==> src/common/tifr_pkg.sv <==
// ----------------------------------------------------------------
// ----------------------------------------------------------------
package tifr_pkg;
  // ----------------------------------------------------------------
  // Command codes
  // ----------------------------------------------------------------
  localparam logic [7:0] CMD_OT_FAULT_THR = 8'h4f;
  localparam logic [7:0] CMD_OT_ACTION = 8'h50;
  localparam logic [7:0] CMD_OT_WARN_THR = 8'h51;
  localparam logic [7:0] CMD_UT_WARN_THR = 8'h52;
  localparam logic [7:0] CMD_UT_FAULT_THR = 8'h53;
  localparam logic [7:0] CMD_UT_ACTION = 8'h54;
  localparam logic [7:0] CMD_VIN_OV_THR = 8'h55;
  // ----------------------------------------------------------------
  // Reset values (action bytes; thresholds in degrees C, two's complement, or volts)
  // ----------------------------------------------------------------
  localparam logic [7:0] RST_OT_ACTION = 8'h80;
  localparam logic [7:0] RST_UT_ACTION = 8'hb8;
  localparam logic [15:0] RST_OT_FAULT_THR = 16'h006e;
  localparam logic [15:0] RST_OT_WARN_THR = 16'h0064;
  localparam logic [15:0] RST_UT_WARN_THR = 16'hffd8;
  localparam logic [15:0] RST_UT_FAULT_THR = 16'hffd3;
  localparam logic [15:0] RST_VIN_OV_THR = 16'h010e;
  // ----------------------------------------------------------------
  // Action byte fields
  // ----------------------------------------------------------------
  localparam int MODE_HI = 7;
  localparam int MODE_LO = 6;
  localparam int RSTRT_HI = 5;
  localparam int RSTRT_LO = 3;
  localparam logic [1:0] MODE_CONT = 2'h0;
  localparam logic [1:0] MODE_STOP = 2'h2;
  localparam logic [2:0] RSTRT_LATCH = 3'h0;
  localparam logic [2:0] RSTRT_ENDLESS = 3'h7;
  // ----------------------------------------------------------------
  // Timing
  // ----------------------------------------------------------------
  localparam longint CLK_HZ = 125_000_000;
  localparam longint RECOV_S = 5;
  localparam longint CLEAR_S = 30;
  localparam longint RECOV_CYC = RECOV_S * CLK_HZ;
  localparam longint CLEAR_CYC = CLEAR_S * CLK_HZ;
  // ----------------------------------------------------------------
  // Types
  // ----------------------------------------------------------------
  typedef struct packed {
    logic ot_warn;
    logic ut_warn;
    logic ot_fault;
    logic ut_fault;
    logic vin_ov;
  } tifr_alarm_t;
  typedef enum logic [1:0] {ST_RUN, ST_RECOVER, ST_LATCHED, ST_OFF} tifr_state_t;
endpackage : tifr_pkg

==> src/core/tifr_core.sv <==
`timescale 1ns/1ns
module tifr_core #(
  parameter logic [31:0] P_RECOV_CYC = 32'(tifr_pkg::RECOV_CYC),
  parameter logic [31:0] P_CLEAR_CYC = 32'(tifr_pkg::CLEAR_CYC)
) (
  input wire logic i_ref_clk,
  input wire logic i_sys_rst,
  input wire logic i_clk_en,
  input wire logic [7:0] i_cmd_code,
  input wire logic i_wr_req,
  input wire logic [15:0] i_wr_data,
  input wire logic i_rd_req,
  input wire logic signed [15:0] i_temp,
  input wire logic [15:0] i_vin,
  input wire logic i_off_req,
  output logic [15:0] o_rd_data,
  output logic o_ack,
  output logic o_nak,
  output tifr_pkg::tifr_alarm_t o_alarm,
  output logic o_out_en,
  output logic o_latched,
  output logic [2:0] o_restart_cnt
);
  import tifr_pkg::*;

  // ----------------------------------------------------------------
  // Configuration registers
  // ----------------------------------------------------------------
  logic [7:0] ot_action;
  logic [7:0] ut_action;
  logic [15:0] ot_fault_thr;
  logic [15:0] ot_warn_thr;
  logic [15:0] ut_warn_thr;
  logic [15:0] ut_fault_thr;
  logic [15:0] vin_ov_thr;

  // ----------------------------------------------------------------
  // Command decode
  // ----------------------------------------------------------------
  wire hit_ot_fault_thr = (i_cmd_code == CMD_OT_FAULT_THR);
  wire hit_ot_action = (i_cmd_code == CMD_OT_ACTION);
  wire hit_ot_warn_thr = (i_cmd_code == CMD_OT_WARN_THR);
  wire hit_ut_warn_thr = (i_cmd_code == CMD_UT_WARN_THR);
  wire hit_ut_fault_thr = (i_cmd_code == CMD_UT_FAULT_THR);
  wire hit_ut_action = (i_cmd_code == CMD_UT_ACTION);
  wire hit_vin_ov_thr = (i_cmd_code == CMD_VIN_OV_THR);
  wire hit_any = hit_ot_fault_thr | hit_ot_action | hit_ot_warn_thr |
                 hit_ut_warn_thr | hit_ut_fault_thr | hit_ut_action |
                 hit_vin_ov_thr;
  wire access = i_wr_req | i_rd_req;

  // Unsupported action values are dropped so the old setting stays
  // visible on read-back.
  wire [1:0] wr_mode = i_wr_data[MODE_HI:MODE_LO];
  wire [2:0] wr_rstrt = i_wr_data[RSTRT_HI:RSTRT_LO];
  wire ot_action_ok = (wr_mode == MODE_STOP);
  wire ut_action_ok = (wr_mode == MODE_CONT) |
                      ((wr_mode == MODE_STOP) & (wr_rstrt == RSTRT_ENDLESS));
  wire wr_ot_action = i_wr_req & hit_ot_action & ot_action_ok;
  wire wr_ut_action = i_wr_req & hit_ut_action & ut_action_ok;

  logic [15:0] rd_mux;
  always_comb begin
    if (hit_ot_fault_thr) begin
      rd_mux = ot_fault_thr;
    end else if (hit_ot_action) begin
      rd_mux = {8'h00, ot_action};
    end else if (hit_ot_warn_thr) begin
      rd_mux = ot_warn_thr;
    end else if (hit_ut_warn_thr) begin
      rd_mux = ut_warn_thr;
    end else if (hit_ut_fault_thr) begin
      rd_mux = ut_fault_thr;
    end else if (hit_ut_action) begin
      rd_mux = {8'h00, ut_action};
    end else if (hit_vin_ov_thr) begin
      rd_mux = vin_ov_thr;
    end else begin
      rd_mux = 16'h0000;
    end
  end

  // ----------------------------------------------------------------
  // Register writes
  // ----------------------------------------------------------------
  always_ff @(posedge i_ref_clk) begin
    if (i_sys_rst) begin
      ot_action <= RST_OT_ACTION;
      ut_action <= RST_UT_ACTION;
    end else if (i_clk_en) begin
      if (wr_ot_action) begin
        ot_action <= i_wr_data[7:0];
      end
      if (wr_ut_action) begin
        ut_action <= i_wr_data[7:0];
      end
    end
  end

  always_ff @(posedge i_ref_clk) begin
    if (i_sys_rst) begin
      ot_fault_thr <= RST_OT_FAULT_THR;
      ot_warn_thr <= RST_OT_WARN_THR;
      ut_warn_thr <= RST_UT_WARN_THR;
      ut_fault_thr <= RST_UT_FAULT_THR;
      vin_ov_thr <= RST_VIN_OV_THR;
    end else if (i_clk_en && i_wr_req) begin
      if (hit_ot_fault_thr) begin
        ot_fault_thr <= i_wr_data;
      end
      if (hit_ot_warn_thr) begin
        ot_warn_thr <= i_wr_data;
      end
      if (hit_ut_warn_thr) begin
        ut_warn_thr <= i_wr_data;
      end
      if (hit_ut_fault_thr) begin
        ut_fault_thr <= i_wr_data;
      end
      if (hit_vin_ov_thr) begin
        vin_ov_thr <= i_wr_data;
      end
    end
  end

  // ----------------------------------------------------------------
  // Command answer
  // ----------------------------------------------------------------
  always_ff @(posedge i_ref_clk) begin
    if (i_sys_rst) begin
      o_rd_data <= 16'h0000;
      o_ack <= 1'b0;
      o_nak <= 1'b0;
    end else if (i_clk_en) begin
      o_ack <= access & hit_any;
      o_nak <= access & ~hit_any;
      if (i_rd_req) begin
        o_rd_data <= rd_mux;
      end
    end
  end

  // ----------------------------------------------------------------
  // Comparators
  // ----------------------------------------------------------------
  wire ot_warn_now = i_temp > $signed(ot_warn_thr);
  wire ut_warn_now = i_temp < $signed(ut_warn_thr);
  wire ot_fault_now = i_temp > $signed(ot_fault_thr);
  wire ut_fault_now = i_temp < $signed(ut_fault_thr);
  wire vin_ov_now = i_vin > vin_ov_thr;

  always_ff @(posedge i_ref_clk) begin
    if (i_sys_rst) begin
      o_alarm <= '0;
    end else if (i_clk_en) begin
      o_alarm.ot_warn <= ot_warn_now;
      o_alarm.ut_warn <= ut_warn_now;
      o_alarm.ot_fault <= ot_fault_now;
      o_alarm.ut_fault <= ut_fault_now;
      o_alarm.vin_ov <= vin_ov_now;
    end
  end

  // ----------------------------------------------------------------
  // Fault response
  // ----------------------------------------------------------------
  wire [1:0] ot_mode = ot_action[MODE_HI:MODE_LO];
  wire [2:0] ot_rstrt = ot_action[RSTRT_HI:RSTRT_LO];
  wire [1:0] ut_mode = ut_action[MODE_HI:MODE_LO];
  // Mode 00 on the cold side leaves the output running.
  wire ut_stops = ut_fault_now & (ut_mode == MODE_STOP);
  wire ot_stops = ot_fault_now & (ot_mode == MODE_STOP);
  wire any_stop = ot_stops | ut_stops;

  tifr_state_t state;
  tifr_state_t next_state;
  logic [2:0] restart_cnt;
  logic [2:0] next_restart_cnt;
  logic [31:0] timer;
  logic [31:0] next_timer;

  // Only the hot side carries a bounded count; the cold side is
  // always endless once accepted.
  wire ot_latch_now = (ot_rstrt == RSTRT_LATCH) |
                      ((ot_rstrt != RSTRT_ENDLESS) & (restart_cnt >= ot_rstrt));
  wire latch_now = ot_stops & ot_latch_now;
  wire recov_done = (timer >= P_RECOV_CYC - 32'd1);
  wire clear_done = (timer >= P_CLEAR_CYC - 32'd1);
  wire cnt_full = (restart_cnt == RSTRT_ENDLESS);

  always_comb begin
    next_state = state;
    next_restart_cnt = restart_cnt;
    next_timer = timer;
    case (state)
      ST_RUN: begin
        if (i_off_req) begin
          next_state = ST_OFF;
        end else if (latch_now) begin
          next_state = ST_LATCHED;
        end else if (any_stop) begin
          next_state = ST_RECOVER;
          next_timer = 32'd0;
          if (!cnt_full) begin
            next_restart_cnt = restart_cnt + 3'd1;
          end
        end else if (restart_cnt != 3'd0) begin
          if (clear_done) begin
            next_restart_cnt = 3'd0;
            next_timer = 32'd0;
          end else begin
            next_timer = timer + 32'd1;
          end
        end
      end
      ST_RECOVER: begin
        if (i_off_req) begin
          next_state = ST_OFF;
        end else if (recov_done) begin
          next_state = ST_RUN;
          next_timer = 32'd0;
        end else begin
          next_timer = timer + 32'd1;
        end
      end
      ST_LATCHED: begin
        if (i_off_req) begin
          next_state = ST_OFF;
        end
      end
      ST_OFF: begin
        // An off request clears the latch and the restart history.
        next_restart_cnt = 3'd0;
        next_timer = 32'd0;
        if (!i_off_req) begin
          next_state = ST_RUN;
        end
      end
      default: begin
        next_state = ST_OFF;
      end
    endcase
  end

  always_ff @(posedge i_ref_clk) begin
    if (i_sys_rst) begin
      state <= ST_RUN;
      restart_cnt <= 3'd0;
      timer <= 32'd0;
    end else if (i_clk_en) begin
      state <= next_state;
      restart_cnt <= next_restart_cnt;
      timer <= next_timer;
    end
  end

  // ----------------------------------------------------------------
  // Status outputs
  // ----------------------------------------------------------------
  always_ff @(posedge i_ref_clk) begin
    if (i_sys_rst) begin
      o_out_en <= 1'b0;
      o_latched <= 1'b0;
      o_restart_cnt <= 3'd0;
    end else if (i_clk_en) begin
      o_out_en <= (next_state == ST_RUN);
      o_latched <= (next_state == ST_LATCHED);
      o_restart_cnt <= next_restart_cnt;
    end
  end
endmodule : tifr_core

==> config.mk <==
export PLATFORM = sky130hd
export DESIGN_NAME = tifr_core
export DESIGN_NICKNAME = d
export VERILOG_FILES = /design/src/common/tifr_pkg.sv /design/src/core/tifr_core.sv
export SDC_FILE = /design/constraint.sdc
export NUM_CORES = 1
export LEC_CHECK = 0
export BUFFER_PORTS_ARGS = -buffer_cell sky130_fd_sc_hd__buf_2
export CAP_MARGIN = 20
export CORE_MARGIN = 2
export CORE_UTILIZATION = 59
export DETAILED_ROUTE_END_ITERATION = 10
export PLACE_DENSITY = 0.79
export SYNTH_ARGS = -nofsm -noshare
export SYNTH_HDL_FRONTEND = slang
export SYNTH_SLANG_ARGS = --single-unit
==> constraint.sdc <==
create_clock -name i_ref_clk -period 3.8 [get_ports i_ref_clk]
set_input_delay 0.19 -clock i_ref_clk [delete_from_list [all_inputs] [get_ports i_ref_clk]]
set_output_delay 0.19 -clock i_ref_clk [all_outputs]
set_load 0.1 [all_outputs]
Word level (Yosys, flattened, before mapping):

Index checks and enable logic that the tools add are counted.

* flip-flop bits (word level): 158
* bits of input ports: 62
* output and inout bits: 28
* word-level logic and storage cells: 123

* add/sub/neg operators: 2
* $lt $le $gt $ge: 8
* eq/ne operators: 23
* muxes and demuxes: 30
* bitwise gates (word level): 22
* reductions and logical operators: 18

Operator list (count)
* $mux 32: 7
* $mux 16: 7
* $pmux 32 s3: 1
* $eq 8x7->1 const B: 7
* $gt 16x16->1: 3
* $add 32x1->32 const B: 1
* $ge 32x30->1 const B: 1
* $ge 32x32->1 const B: 1
* $lt 16x16->1: 2
* $mux 3: 6
* $reduce_and 2->1: 8
* $mux 2: 7
* $eq 2x2->1 const B: 6
* $ne 3x3->1 const B: 4
* $and 1x1->1: 11
* $or 1x1->1: 10
* $pmux 2 s4: 1
* $reduce_and 7->1: 1
* $eq 3x3->1 const B: 2
* $logic_not 2->1: 3
* $ne 2x2->1 const B: 3
* $pmux 3 s2: 1
* $reduce_and 6->1: 1
* $reduce_bool 3->1: 2
* other kinds (7): 7

Depth between registers and ports, before layout:

Gate-level depths: netlist of run 1.

* depth after elaboration: 9
* gate-level depth with buffers: 13
* mapped depth without buffers: 11

Least setup slack after synthesis of run 1:

OpenSTA, ideal clock, no wires.

* kind: register to register
* start point: register o_restart_cnt[0] (netlist name)
* end point: register timer[30]
* library setup time: 0.069 ns
* data arrival time: 3.345 ns
* required time: 3.731 ns
* setup slack: 0.386 ns
* cell stages (with the launch flop): 11
* path buffers: 1
* period minus slack after synthesis: 3.414 ns
* cells stage by stage: dfxtp_1 > inv_1 > ha_1 > nand2b_1 > a21o_1 > a211oi_1 > o31ai_2 > a221o_1 > buf_6 > or4_1 > o21ai_1

RTL lines
* end signal, assigned: line tifr_core.sv:253 `timer <= next_timer;`
* end, declared: line tifr_core.sv:179 `logic [31:0] timer;`

Worst setup path in the final report of run 1:

* start point: register ut_fault_thr[15]
* end point: register timer[4]

* cells in the longest elaborated chain, start to end: 7
* elaborated cells on any way between the ends: 9
* those cells by class: order compare: 1; eq/ne: 1; mux: 4; bitwise: 2; reduce/logical: 1

RTL lines
* start, declared: line tifr_core.sv:34 `logic [15:0] ut_fault_thr;`
* start signal, assigned: line tifr_core.sv:118 `ut_fault_thr <= i_wr_data;`
* $lt 16x16->1 (*): line tifr_core.sv:149 `wire ut_fault_now = i_temp < $signed(ut_fault_thr);`
* $and 1x1->1 (*): line tifr_core.sv:171 `wire ut_stops = ut_fault_now & (ut_mode == MODE_STOP);`
* $or 1x1->1 (*): line tifr_core.sv:173 `wire any_stop = ot_stops | ut_stops;`
* $mux 32: line tifr_core.sv:201 `end else if (any_stop) begin`
* $mux 32: line tifr_core.sv:199 `end else if (latch_now) begin`
* $mux 32: line tifr_core.sv:197 `if (i_off_req) begin`
* $pmux 32 s3: line tifr_core.sv:195 `case (state)`

Mark *: on every way between the ends. The rest lies on a longest branch, timed or not. The select of a mux whose other input is x is not followed.
A chain may end at the register's enable or synchronous reset.

==> results of run 1 <==
cells in the final DEF, fill, tap and decap left out, types with 17 or more instances in the layout:
cell       count
buf_4         18
buf_2         88
nor2b_1       17
inv_1         96
nand3_1       27
o211ai_1      42
o21ai_0       67
mux2i_1       28
nand2_1      208
clkbuf_16     17
ha_1          85
a21o_1        17
dfxtp_1      158
a21oi_1       82
nand4_1       24
and2_1        18
nor2_1        67
layout make-up:
cell class                 instances  area, µm²
clock buffer                      22        464
clock inverter                     9        135
fill                            1358       5090
inverter                          97        364
multi-input combinational        882       5600
sequential                       158       3160
tap                              216        270
timing repair buffer             108        623
sequential cells by signal, summed over array words and instances (netlist names), 16 cells and up:
name and count:
o_rd_data 16, ot_fault_thr 16, ot_warn_thr 16, timer 32, ut_fault_thr 16, ut_warn_thr 16, vin_ov_thr 16
routing by layer:
layer	wire length, µm	part of all wire	track usage
met1	11500	0.42	0.412
met2	13400	0.48	0.565
met4	930	0.033	0.134
met3	1880	0.068	0.0623
met5	0	0	0
how the worst max path moves through the flow:
stage / startpoint / endpoint / slack [ns] / cells past startpoint
floorplan: o_restart_cnt[0]$_SDFFE_PP0P_ / timer[30]$_SDFFE_PP0P_ / 0.39 / 10
global placement: ut_fault_thr[15]$_SDFFE_PP1P_ / timer[19]$_SDFFE_PP0P_ / 0.33 / 11
detailed placement: ut_fault_thr[15]$_SDFFE_PP1P_ / timer[7]$_SDFFE_PP0P_ / 0.24 / 11
CTS: ut_fault_thr[15]$_SDFFE_PP1P_ / timer[7]$_SDFFE_PP0P_ / 0.23 / 11
global route: ut_fault_thr[15]$_SDFFE_PP1P_ / o_out_en$_SDFFE_PP0P_ / 0.05 / 11
finish: ut_fault_thr[15]$_SDFFE_PP1P_ / timer[4]$_SDFFE_PP0P_ / 0.28 / 11
cells in the mapped netlist, types with 3 or more instances:
library cell,count,area [µm²]
o31ai_1,11,82.6
nand2_1,209,785
nor2_1,67,251
or4b_1,3,30.0
ha_1,85,1060
o21a_1,12,90.1
and4_1,4,35.0
o21ai_1,3,15.0
mux2i_1,28,280
nand4_1,24,150
a32oi_1,11,96.3
nand2b_1,8,50.1
nor4b_1,3,26.3
o22ai_1,6,37.5
o32ai_1,3,26.3
and3_1,15,93.8
or4_1,6,45.0
a31oi_1,5,31.3
clkbuf_1,65,244
o211ai_1,42,315
a21boi_0,7,52.6
a2111oi_0,3,26.3
a22oi_1,14,105
dfxtp_1,158,3160
inv_1,96,360
a21o_1,17,128
mux2_2,4,45.0
a21oi_1,82,410
nor2b_1,17,106
o2bb2ai_1,3,26.3
buf_1,4,15.0
and2_1,18,113
nor3_1,15,75.1
a211oi_1,5,37.5
nand3_1,27,135
nor4_1,7,43.8
a311oi_1,14,123
nand4b_1,4,35.0
o21ai_0,67,335
or3_1,4,25.0
report_power, final:
| part | total (mW) | switching [mW] | internal [mW] |
|---|---|---|---|
| Combinational | 0.522 | 0.370 | 0.152 |
| Clock | 1.77 | 0.700 | 1.07 |
| Sequential | 1.69 | 0.0131 | 1.68 |
through the flow:
step                hold slack [ns]  worst slack, ns  instance area [µm²]  cells
floorplan                     0.314            0.386                 9390   1208
global placement              0.450            0.330                 9990   1460
detailed placement            0.454            0.236                 9990   1460
CTS                          0.0525            0.226                10600   1491
global route                 0.0701           0.0517                10600   1492
finish                       0.0646            0.276                10600   1492
kinds of logic after synthesis:
family                     Yosys count
and+or+nand+nor                    440
AOI/OAI and AO/OA                  324
buffers and inverters              168
DFF                                158
adders and majority gates           85
muxes                               32
xor gates and xnor gates             1
critical path, stage by stage (launching register included):
cell and delay, ns:
dfxtp_1 0.32, inv_1 0.06, ha_1 0.35, and4_1 0.24, nand4_1 0.14, or4_1 0.56, nand4_2 0.13, mux2i_1 0.46
a31o_2 0.29, and2_1 0.35, nand2_2 0.26, o31ai_1 0.27
==> flow_metrics.env, run 1 <==
export IMPL_diodes=0
export IMPL_ys_ff_latch=158
export IMPL_ir_drop_mv=0.325
export IMPL_grt_pass1_vias=8563
export IMPL_synth_compound_area_frac=0.226
export IMPL_rsz0062_at_grt="false"
export IMPL_synth_edff_count=0
export IMPL_synthAdderAreaFrac=0.113
export IMPL_num_rows=46
export IMPL_netlist_area_mm2=0.00939
export IMPL_clk_path_buf_depth=2
export IMPL_cp_max_fo=12
export IMPL_ys_seq_area_frac=0.337
export IMPL_synth_xor_area_frac=0.000933
export IMPL_initial_core_util=0.598
export IMPL_cp_arrival_ns=3.86
export IMPL_rr_startpoint="ut_fault_thr[15]$_SDFFE_PP1P_"
export IMPL_cap_viol_max_count=0
export IMPL_die_w_um=130
export IMPL_hpwl_um=19600
export IMPL_cts_setup_buffers=0
export IMPL_drive_gt1_frac=0.120
export IMPL_core_area_mm2=0.0157
export IMPL_drtAntennaViolNets=0
export IMPL_cp_start_kind="flop"
export IMPL_ios=90
export IMPL_overflow=0
export IMPL_fin_tns_setup_ns=0
export IMPL_die_h_um=130
export IMPL_syn_nets=1355
export IMPL_initialDrtViolationCount=952
export IMPL_area_growth_pct=13.1
export IMPL_synthArstFlopShare=0
export IMPL_skew_ns=0.00817
export IMPL_drc=0
export IMPL_numCtsBuffers=17
export IMPL_period_share=0.927
export IMPL_htreeDepth=4
export IMPL_required_ns=4.13
export IMPL_cellLeakagePower_nw=4.36
export IMPL_dr_total_vias=9257
export IMPL_hold_path_class="in2reg"
export IMPL_synth_top_family_by_area="compound AO/OA/AOI/OAI gates"
export IMPL_clk_latency_ns=0.43
export IMPL_min_to="vin_ov_thr[15]$_SDFFE_PP0P_"
export IMPL_synth_top_flop_cell="dfxtp_1"
export IMPL_hold_path_depth=3
export IMPL_post_drt_wl_per_cell_um=18.6
export IMPL_yosys_area_share_simple=0.221
export IMPL_grt_total_usage=0.331
export IMPL_synth_cells=1208
export IMPL_critical_path_class="reg2reg"
export IMPL_worst_setup_path_end_kind="flop"
export IMPL_grt_max_degree=107
export IMPL_setup_violations=0
export IMPL_max_slew_margin=0.415
export IMPL_avgSynthCellArea_um2=7.77
export IMPL_worst_pin_slew_ns=0.876
export IMPL_post_route_util=0.676
export IMPL_finalPower_mw=3.98
export IMPL_status="finished clean"
export IMPL_slew_violations=0
export IMPL_path_clk_slew_ns=0.06
export IMPL_cts_sinks=158
export IMPL_timing_rr_end="timer[4]$_SDFFE_PP0P_"
export IMPL_antenna_found_initial=0
export IMPL_dieArea_mm2=0.0169
export IMPL_fmax_ghz=0.284
export IMPL_r2r_slack_ns=0.28
export IMPL_min_period_ns=3.52
export IMPL_yosys_mux_area_fraction=0.0346
export IMPL_grt_pass1_wl_um=43800
export IMPL_place_gp_congestion=1.00
export IMPL_cts_tree="yes"
export IMPL_yosys_warnings=0
export IMPL_min_from="i_wr_data[15]"
export IMPL_postCtsHoldBufs=0
export IMPL_ctsResizeCount=0
export IMPL_hold_viol=0
export IMPL_wl_um=27800
export IMPL_firstDrtPassIters=5
export IMPL_clockRootBuffer="clkbuf_16"
export IMPL_routed_via_density=6.20
export IMPL_power_density_mw_per_mm2=374
export IMPL_synth_cell_types=64
export IMPL_rr_worst_depth=11
export IMPL_nNetsFinal=1411
export IMPL_portBuffers=89
(Power assumes the default switching activity.)
==> run 2, diff against run 1 <==
--- a/config.mk
+++ b/config.mk
@@ -5,7 +5,7 @@
 export SDC_FILE = /design/constraint.sdc
 export NUM_CORES = 1
 export LEC_CHECK = 0
-export BUFFER_PORTS_ARGS = -buffer_cell sky130_fd_sc_hd__buf_2
+export BUFFER_PORTS_ARGS = -buffer_cell sky130_fd_sc_hd__buf_4
 export CAP_MARGIN = 20
 export CORE_MARGIN = 2
 export CORE_UTILIZATION = 59
==> run 2 against run 1 <==
Against the previous run: clock power decreased by 9.6%; largest cell class unchanged; global-route usage increased by 0.90 points; design area grew 1.6%; combinational power up 5.9%; worst hold slack lost 0.029 ns; final cell count is 0.27% higher; setup slack improved by 0.049 ns; register-to-register slack improved by 0.05 ns; total power down 3.4%; routed wire length grew 1.3%; maximum frequency up 1.4%; sequential power is essentially flat.
==> flow_metrics.env, run 2 (synthesis results as in run 1) <==
export IMPL_setup_violations=0
export IMPL_top_layer="met4"
export IMPL_cts_tree="yes"
export IMPL_period_share=0.914
export IMPL_regMostFlops="timer"
export IMPL_power_density_mw_per_mm2=356
export IMPL_cp_arrival_ns=3.82
export IMPL_crit_chain="inv_1 -> ha_1 -> and4_1 -> nand4_1 -> or4_1 -> nand4_2 -> mux2i_1 -> a31o_2 -> and2_1 -> nand2_1 -> o31ai_1"
export IMPL_drive_gt1_frac=0.123
export IMPL_fillers=1334
export IMPL_ctsResizeCount=0
export IMPL_dr_total_vias=9314
export IMPL_routed_via_density=6.23
export IMPL_required_ns=4.14
export IMPL_wl_um=28200
export IMPL_area_growth_pct=14.9
export IMPL_hold_viol=0
export IMPL_die_w_um=130
export IMPL_post_drt_wl_per_cell_um=18.8
export IMPL_cpPeakStageDelay_ns=0.56
export IMPL_die_h_um=130
export IMPL_fmax_ghz=0.288
export IMPL_cp_max_fo=12
export IMPL_overflow=0
export IMPL_dieArea_mm2=0.0169
export IMPL_clk_path_buf_depth=2
export IMPL_core_area_mm2=0.0157
export IMPL_instances_no_fill=1496
export IMPL_portBuffers=89
export IMPL_drc=0
export IMPL_numCtsBuffers=17
export IMPL_route_met2_wl_um=13400
export IMPL_hpwl_um=20000
export IMPL_num_rows=46
export IMPL_crit_family="simple AND/OR/NAND/NOR gates"
export IMPL_largest_reg_flops=32
export IMPL_rsz0062_at_grt="false"
export IMPL_min_period_ns=3.47
export IMPL_cts_sinks=158
export IMPL_htreeDepth=4
export IMPL_cp_start_kind="flop"
export IMPL_grt_max_degree=107
export IMPL_grt_pass1_wl_um=44700
export IMPL_ios=90
export IMPL_skew_ns=0.00913
export IMPL_fin_tns_setup_ns=0
export IMPL_initialDrtViolationCount=1145
export IMPL_diodes=0
export IMPL_crit_buf_inv=1
export IMPL_cts_setup_buffers=0
export IMPL_clk_latency_ns=0.44
export IMPL_status="finished clean"
export IMPL_final_common_cell="nand2_1"
export IMPL_clockRootBuffer="clkbuf_16"
export IMPL_cpMaxStageDelayCell="or4_1"
export IMPL_worst_pin_slew_ns=0.926
export IMPL_path_clk_slew_ns=0.06
export IMPL_slew_violations=0
export IMPL_antenna_found_initial=0
export IMPL_hold_path_class="in2reg"
export IMPL_postCtsHoldBufs=0
export IMPL_dp_cells=1463
export IMPL_post_route_util=0.687
export IMPL_whs_ns=0.0353
export IMPL_place_gp_congestion=0.978
export IMPL_grt_total_usage=0.340
export IMPL_nNetsFinal=1414
export IMPL_ir_drop_mv=0.329
export IMPL_critical_path_class="reg2reg"
export IMPL_initial_core_util=0.598
export IMPL_wl_met3_um=2100
export IMPL_cap_viol_max_count=0
export IMPL_final_cell_mix="nand2_1 (209), dfxtp_1 (158), buf_4 (110)"
export IMPL_drtAntennaViolNets=0
export IMPL_grt_pass1_vias=8525
export IMPL_cellLeakagePower_nw=4.40
export IMPL_wl_met1_um=11600
export IMPL_max_slew_margin=0.382
export IMPL_worst_setup_path_end_kind="flop"
export IMPL_firstDrtPassIters=7
-- run 2: cell count changes in the layout (fill, tap and decap cells not counted) --
cell	change
clkbuf_1	-1
clkinv_4	-1
clkbuf_8	+1
nand2_1	+1
clkinv_2	+4
buf_12	-1
bufinv_16	-3
buf_2	-88
clkinvlp_4	+1
buf_4	+92
nand2_2	-1
-- run 2: metal layers --
layer / up-vias / track usage
met5: - / 0
met2: 451 / 0.558
li1: 4408 / -
met4: 0 / 0.156
met1: 4374 / 0.442
met3: 81 / 0.0529
-- run 2: area by class of cell --
type	instances	area [µm²]	area share
Clock buffer	22	474	0.0440
Timing Repair Buffer	111	853	0.0791
Sequential cell	158	3160	0.293
Multi-Input combinational cell	882	5600	0.519
Tap cell	216	270	0.0250
Inverter	97	364	0.0337
Clock inverter	10	63.8	0.00591
-- run 2: worst register-to-register path, delay by kind of cell (launching register included) --
family / cells / cell delay [ns]
AND/OR/NAND/NOR: 6 / 1.55
AO/OA/AOI/OAI: 2 / 0.73
adder cells (fa/ha/maj): 1 / 0.34
multiplexers: 1 / 0.39
flip-flops: 1 / 0.31
buffers and inverters: 1 / 0.06
-- run 2: report_power, final --
group          internal (mW)  switching, mW  total (mW)  leakage, nW
Clock                  0.883          0.717        1.60        0.258
Sequential              1.68         0.0139        1.69         1.28
Combinational          0.181          0.372       0.553         2.86
-- run 2: through the flow --
| step | setup slack, ns | cell area [µm²] | power (mW) |
|---|---|---|---|
| floorplan | 0.386 | 9390 | 2.08 |
| global placement | 0.530 | 10200 | 2.26 |
| detailed placement | 0.372 | 10200 | 2.26 |
| CTS | 0.345 | 10800 | 3.83 |
| global route | 0.0784 | 10800 | 3.95 |
| finish | 0.325 | 10800 | 3.84 |
-- run 2: worst paths after layout --
check        cells past startpoint                     startpoint                       endpoint  slack, ns
max                             11  ut_fault_thr[15]$_SDFFE_PP1P_          timer[3]$_SDFFE_PP0P_       0.33
min                              3                  i_wr_data[15]  ut_fault_thr[15]$_SDFFE_PP1P_       0.04
min reg2reg                      2   ot_fault_thr[7]$_SDFFE_PP0P_   ot_fault_thr[7]$_SDFFE_PP0P_       0.46
max reg2reg                     11  ut_fault_thr[15]$_SDFFE_PP1P_          timer[3]$_SDFFE_PP0P_       0.33
==> run 3, diff against run 2 <==
--- a/config.mk
+++ b/config.mk
@@ -10,6 +10,7 @@
 export CORE_MARGIN = 2
 export CORE_UTILIZATION = 59
 export DETAILED_ROUTE_END_ITERATION = 10
+export HOLD_SLACK_MARGIN = 0.05
 export PLACE_DENSITY = 0.79
 export SYNTH_ARGS = -nofsm -noshare
 export SYNTH_HDL_FRONTEND = slang
==> run 3 against run 2 <==
Against the previous run: core utilization up 0.64 points; design area up 0.93%; final cell count up 0.67%; total power up 0.43%; first-iteration DRC count down 7.3%; sequential share of layout area down 0.27 points; critical path depth unchanged; critical path type unchanged; critical endpoint unchanged; highest routed layer unchanged.
==> flow_metrics.env, run 3 (synthesis results as in run 1) <==
export IMPL_routed_via_density=6.17
export IMPL_hpwl_um=20000
export IMPL_dieArea_mm2=0.0169
export IMPL_drc=0
export IMPL_initialDrtViolationCount=1061
export IMPL_required_ns=4.15
export IMPL_p_int_mw=2.75
export IMPL_regMostFlops="timer"
export IMPL_wl_um=28300
export IMPL_num_rows=46
export IMPL_grt_pass1_vias=8602
export IMPL_cp_start_kind="flop"
export IMPL_die_w_um=130
export IMPL_setup_violations=0
export IMPL_fmax_ghz=0.284
export IMPL_fillers=1317
export IMPL_worst_setup_path_end_kind="flop"
export IMPL_pwr_share_clk=0.417
export IMPL_rsz0062_at_grt="false"
export IMPL_skew_ns=0.0106
export IMPL_seq_power_share=0.438
export IMPL_portBuffers=89
export IMPL_crit_path_start="ut_fault_thr[15]$_SDFFE_PP1P_"
export IMPL_grt_total_usage=0.342
export IMPL_cp_max_fo=12
export IMPL_r2r_slack_ns=0.28
export IMPL_cap_viol_max_count=0
export IMPL_ctsResizeCount=0
export IMPL_critical_path_class="reg2reg"
export IMPL_sw_frac_of_total=0.288
export IMPL_cts_sinks=158
export IMPL_max_slew_margin=0.415
export IMPL_largest_reg_flops=32
export IMPL_cellLeakagePower_nw=4.44
export IMPL_clockRootBuffer="clkbuf_16"
export IMPL_power_density_mw_per_mm2=354
export IMPL_p_comb_frac=0.145
export IMPL_firstDrtPassIters=5
export IMPL_status="finished clean"
export IMPL_dp_cells=1463
export IMPL_min_from="i_wr_data[2]"
export IMPL_instances_no_fill=1506
export IMPL_dr_total_vias=9299
export IMPL_period_share=0.928
export IMPL_htreeDepth=4
export IMPL_die_h_um=130
export IMPL_initial_core_util=0.598
export IMPL_hold_viol=0
export IMPL_clk_latency_ns=0.44
export IMPL_ir_drop_mv=0.336
export IMPL_post_drt_wl_per_cell_um=18.8
export IMPL_worst_slack_ns=0.275
export IMPL_fin_tns_setup_ns=0
export IMPL_rr_startpoint="ut_fault_thr[15]$_SDFFE_PP1P_"
export IMPL_p_switching_mw=1.11
export IMPL_post_place_ws_ns=0.372
export IMPL_cp_arrival_ns=3.87
export IMPL_diodes=0
export IMPL_clk_path_buf_depth=2
export IMPL_antenna_found_initial=0
export IMPL_min_period_ns=3.52
export IMPL_nNetsFinal=1424
export IMPL_final_cell_mix="nand2_1 (209), dfxtp_1 (158), buf_4 (110)"
export IMPL_grt_pass1_wl_um=44900
export IMPL_drtAntennaViolNets=0
export IMPL_final_common_cell="nand2_1"
export IMPL_grt_max_degree=107
export IMPL_core_area_mm2=0.0157
export IMPL_slew_violations=0
export IMPL_worst_pin_slew_ns=0.875
export IMPL_cts_tree="yes"
export IMPL_hold_path_class="in2reg"
export IMPL_ios=90
export IMPL_numCtsBuffers=17
export IMPL_place_gp_congestion=0.978
export IMPL_drive_gt1_frac=0.122
export IMPL_whs_ns=0.0563
export IMPL_area_growth_pct=15.9
export IMPL_path_clk_slew_ns=0.07
export IMPL_post_route_util=0.693
export IMPL_overflow=0
==> run 3: what timing repair did <==
item	4_1_cts	5_1_grt
setup buffers	0	0
endpoints found under the hold margin	32	0
hold buffers	10	0
==> run 3: through the flow <==
| stage | instance area [µm²] | total power, mW |
|---|---|---|
| 3_3_place_gp | 10200 | 2.26 |
| 4_1_cts | 10900 | 3.84 |
| 3_5_place_dp | 10200 | 2.26 |
| 6_report | 10900 | 3.86 |
| 5_1_grt | 10900 | 3.96 |
| 2_1_floorplan | 9390 | 2.08 |
==> run 3: cell type report <==
class,count,area [µm²],share of cell area
multi-input combinational,882,5600,0.514
clock buffer,22,474,0.0435
inverter,97,364,0.0334
tap,216,270,0.0248
sequential,158,3160,0.290
timing repair buffer,121,953,0.0876
clock inverter,10,63.8,0.00586
==> run 3: metal layers <==
metal	vias to the layer above	wire length, µm	global-route usage
li1	4429	-	-
met1	4390	11500	0.439
met2	395	13500	0.564
met3	85	2120	0.0545
met4	0	1110	0.159
met5	-	0	0
==> run 3: worst paths after layout <==
path                                   to  cells after the start
max                 timer[3]$_SDFFE_PP0P_                     11
min reg2reg  ot_fault_thr[7]$_SDFFE_PP0P_                      2
max reg2reg         timer[3]$_SDFFE_PP0P_                     11
min          ut_fault_thr[2]$_SDFFE_PP0P_                      3
==> run 3: worst max-delay path, stage by stage, from the launching register on <==
cell	delay [ns]
dfxtp_1	0.31
inv_1	0.06
ha_1	0.34
and4_1	0.22
nand4_1	0.13
or4_1	0.56
nand4_2	0.13
mux2i_1	0.41
a31o_2	0.38
and2_1	0.20
nand2_1	0.33
o31ai_1	0.36
==> run 3: power groups by stage <==
stage | sequential, mW | combinational (mW) | clock, mW
global placement | 1.73 | 0.531 | 0
finish | 1.69 | 0.560 | 1.61
floorplan | 1.84 | 0.238 | 0
CTS | 1.69 | 0.549 | 1.60
global route | 1.69 | 0.599 | 1.67
detailed placement | 1.73 | 0.537 | 0
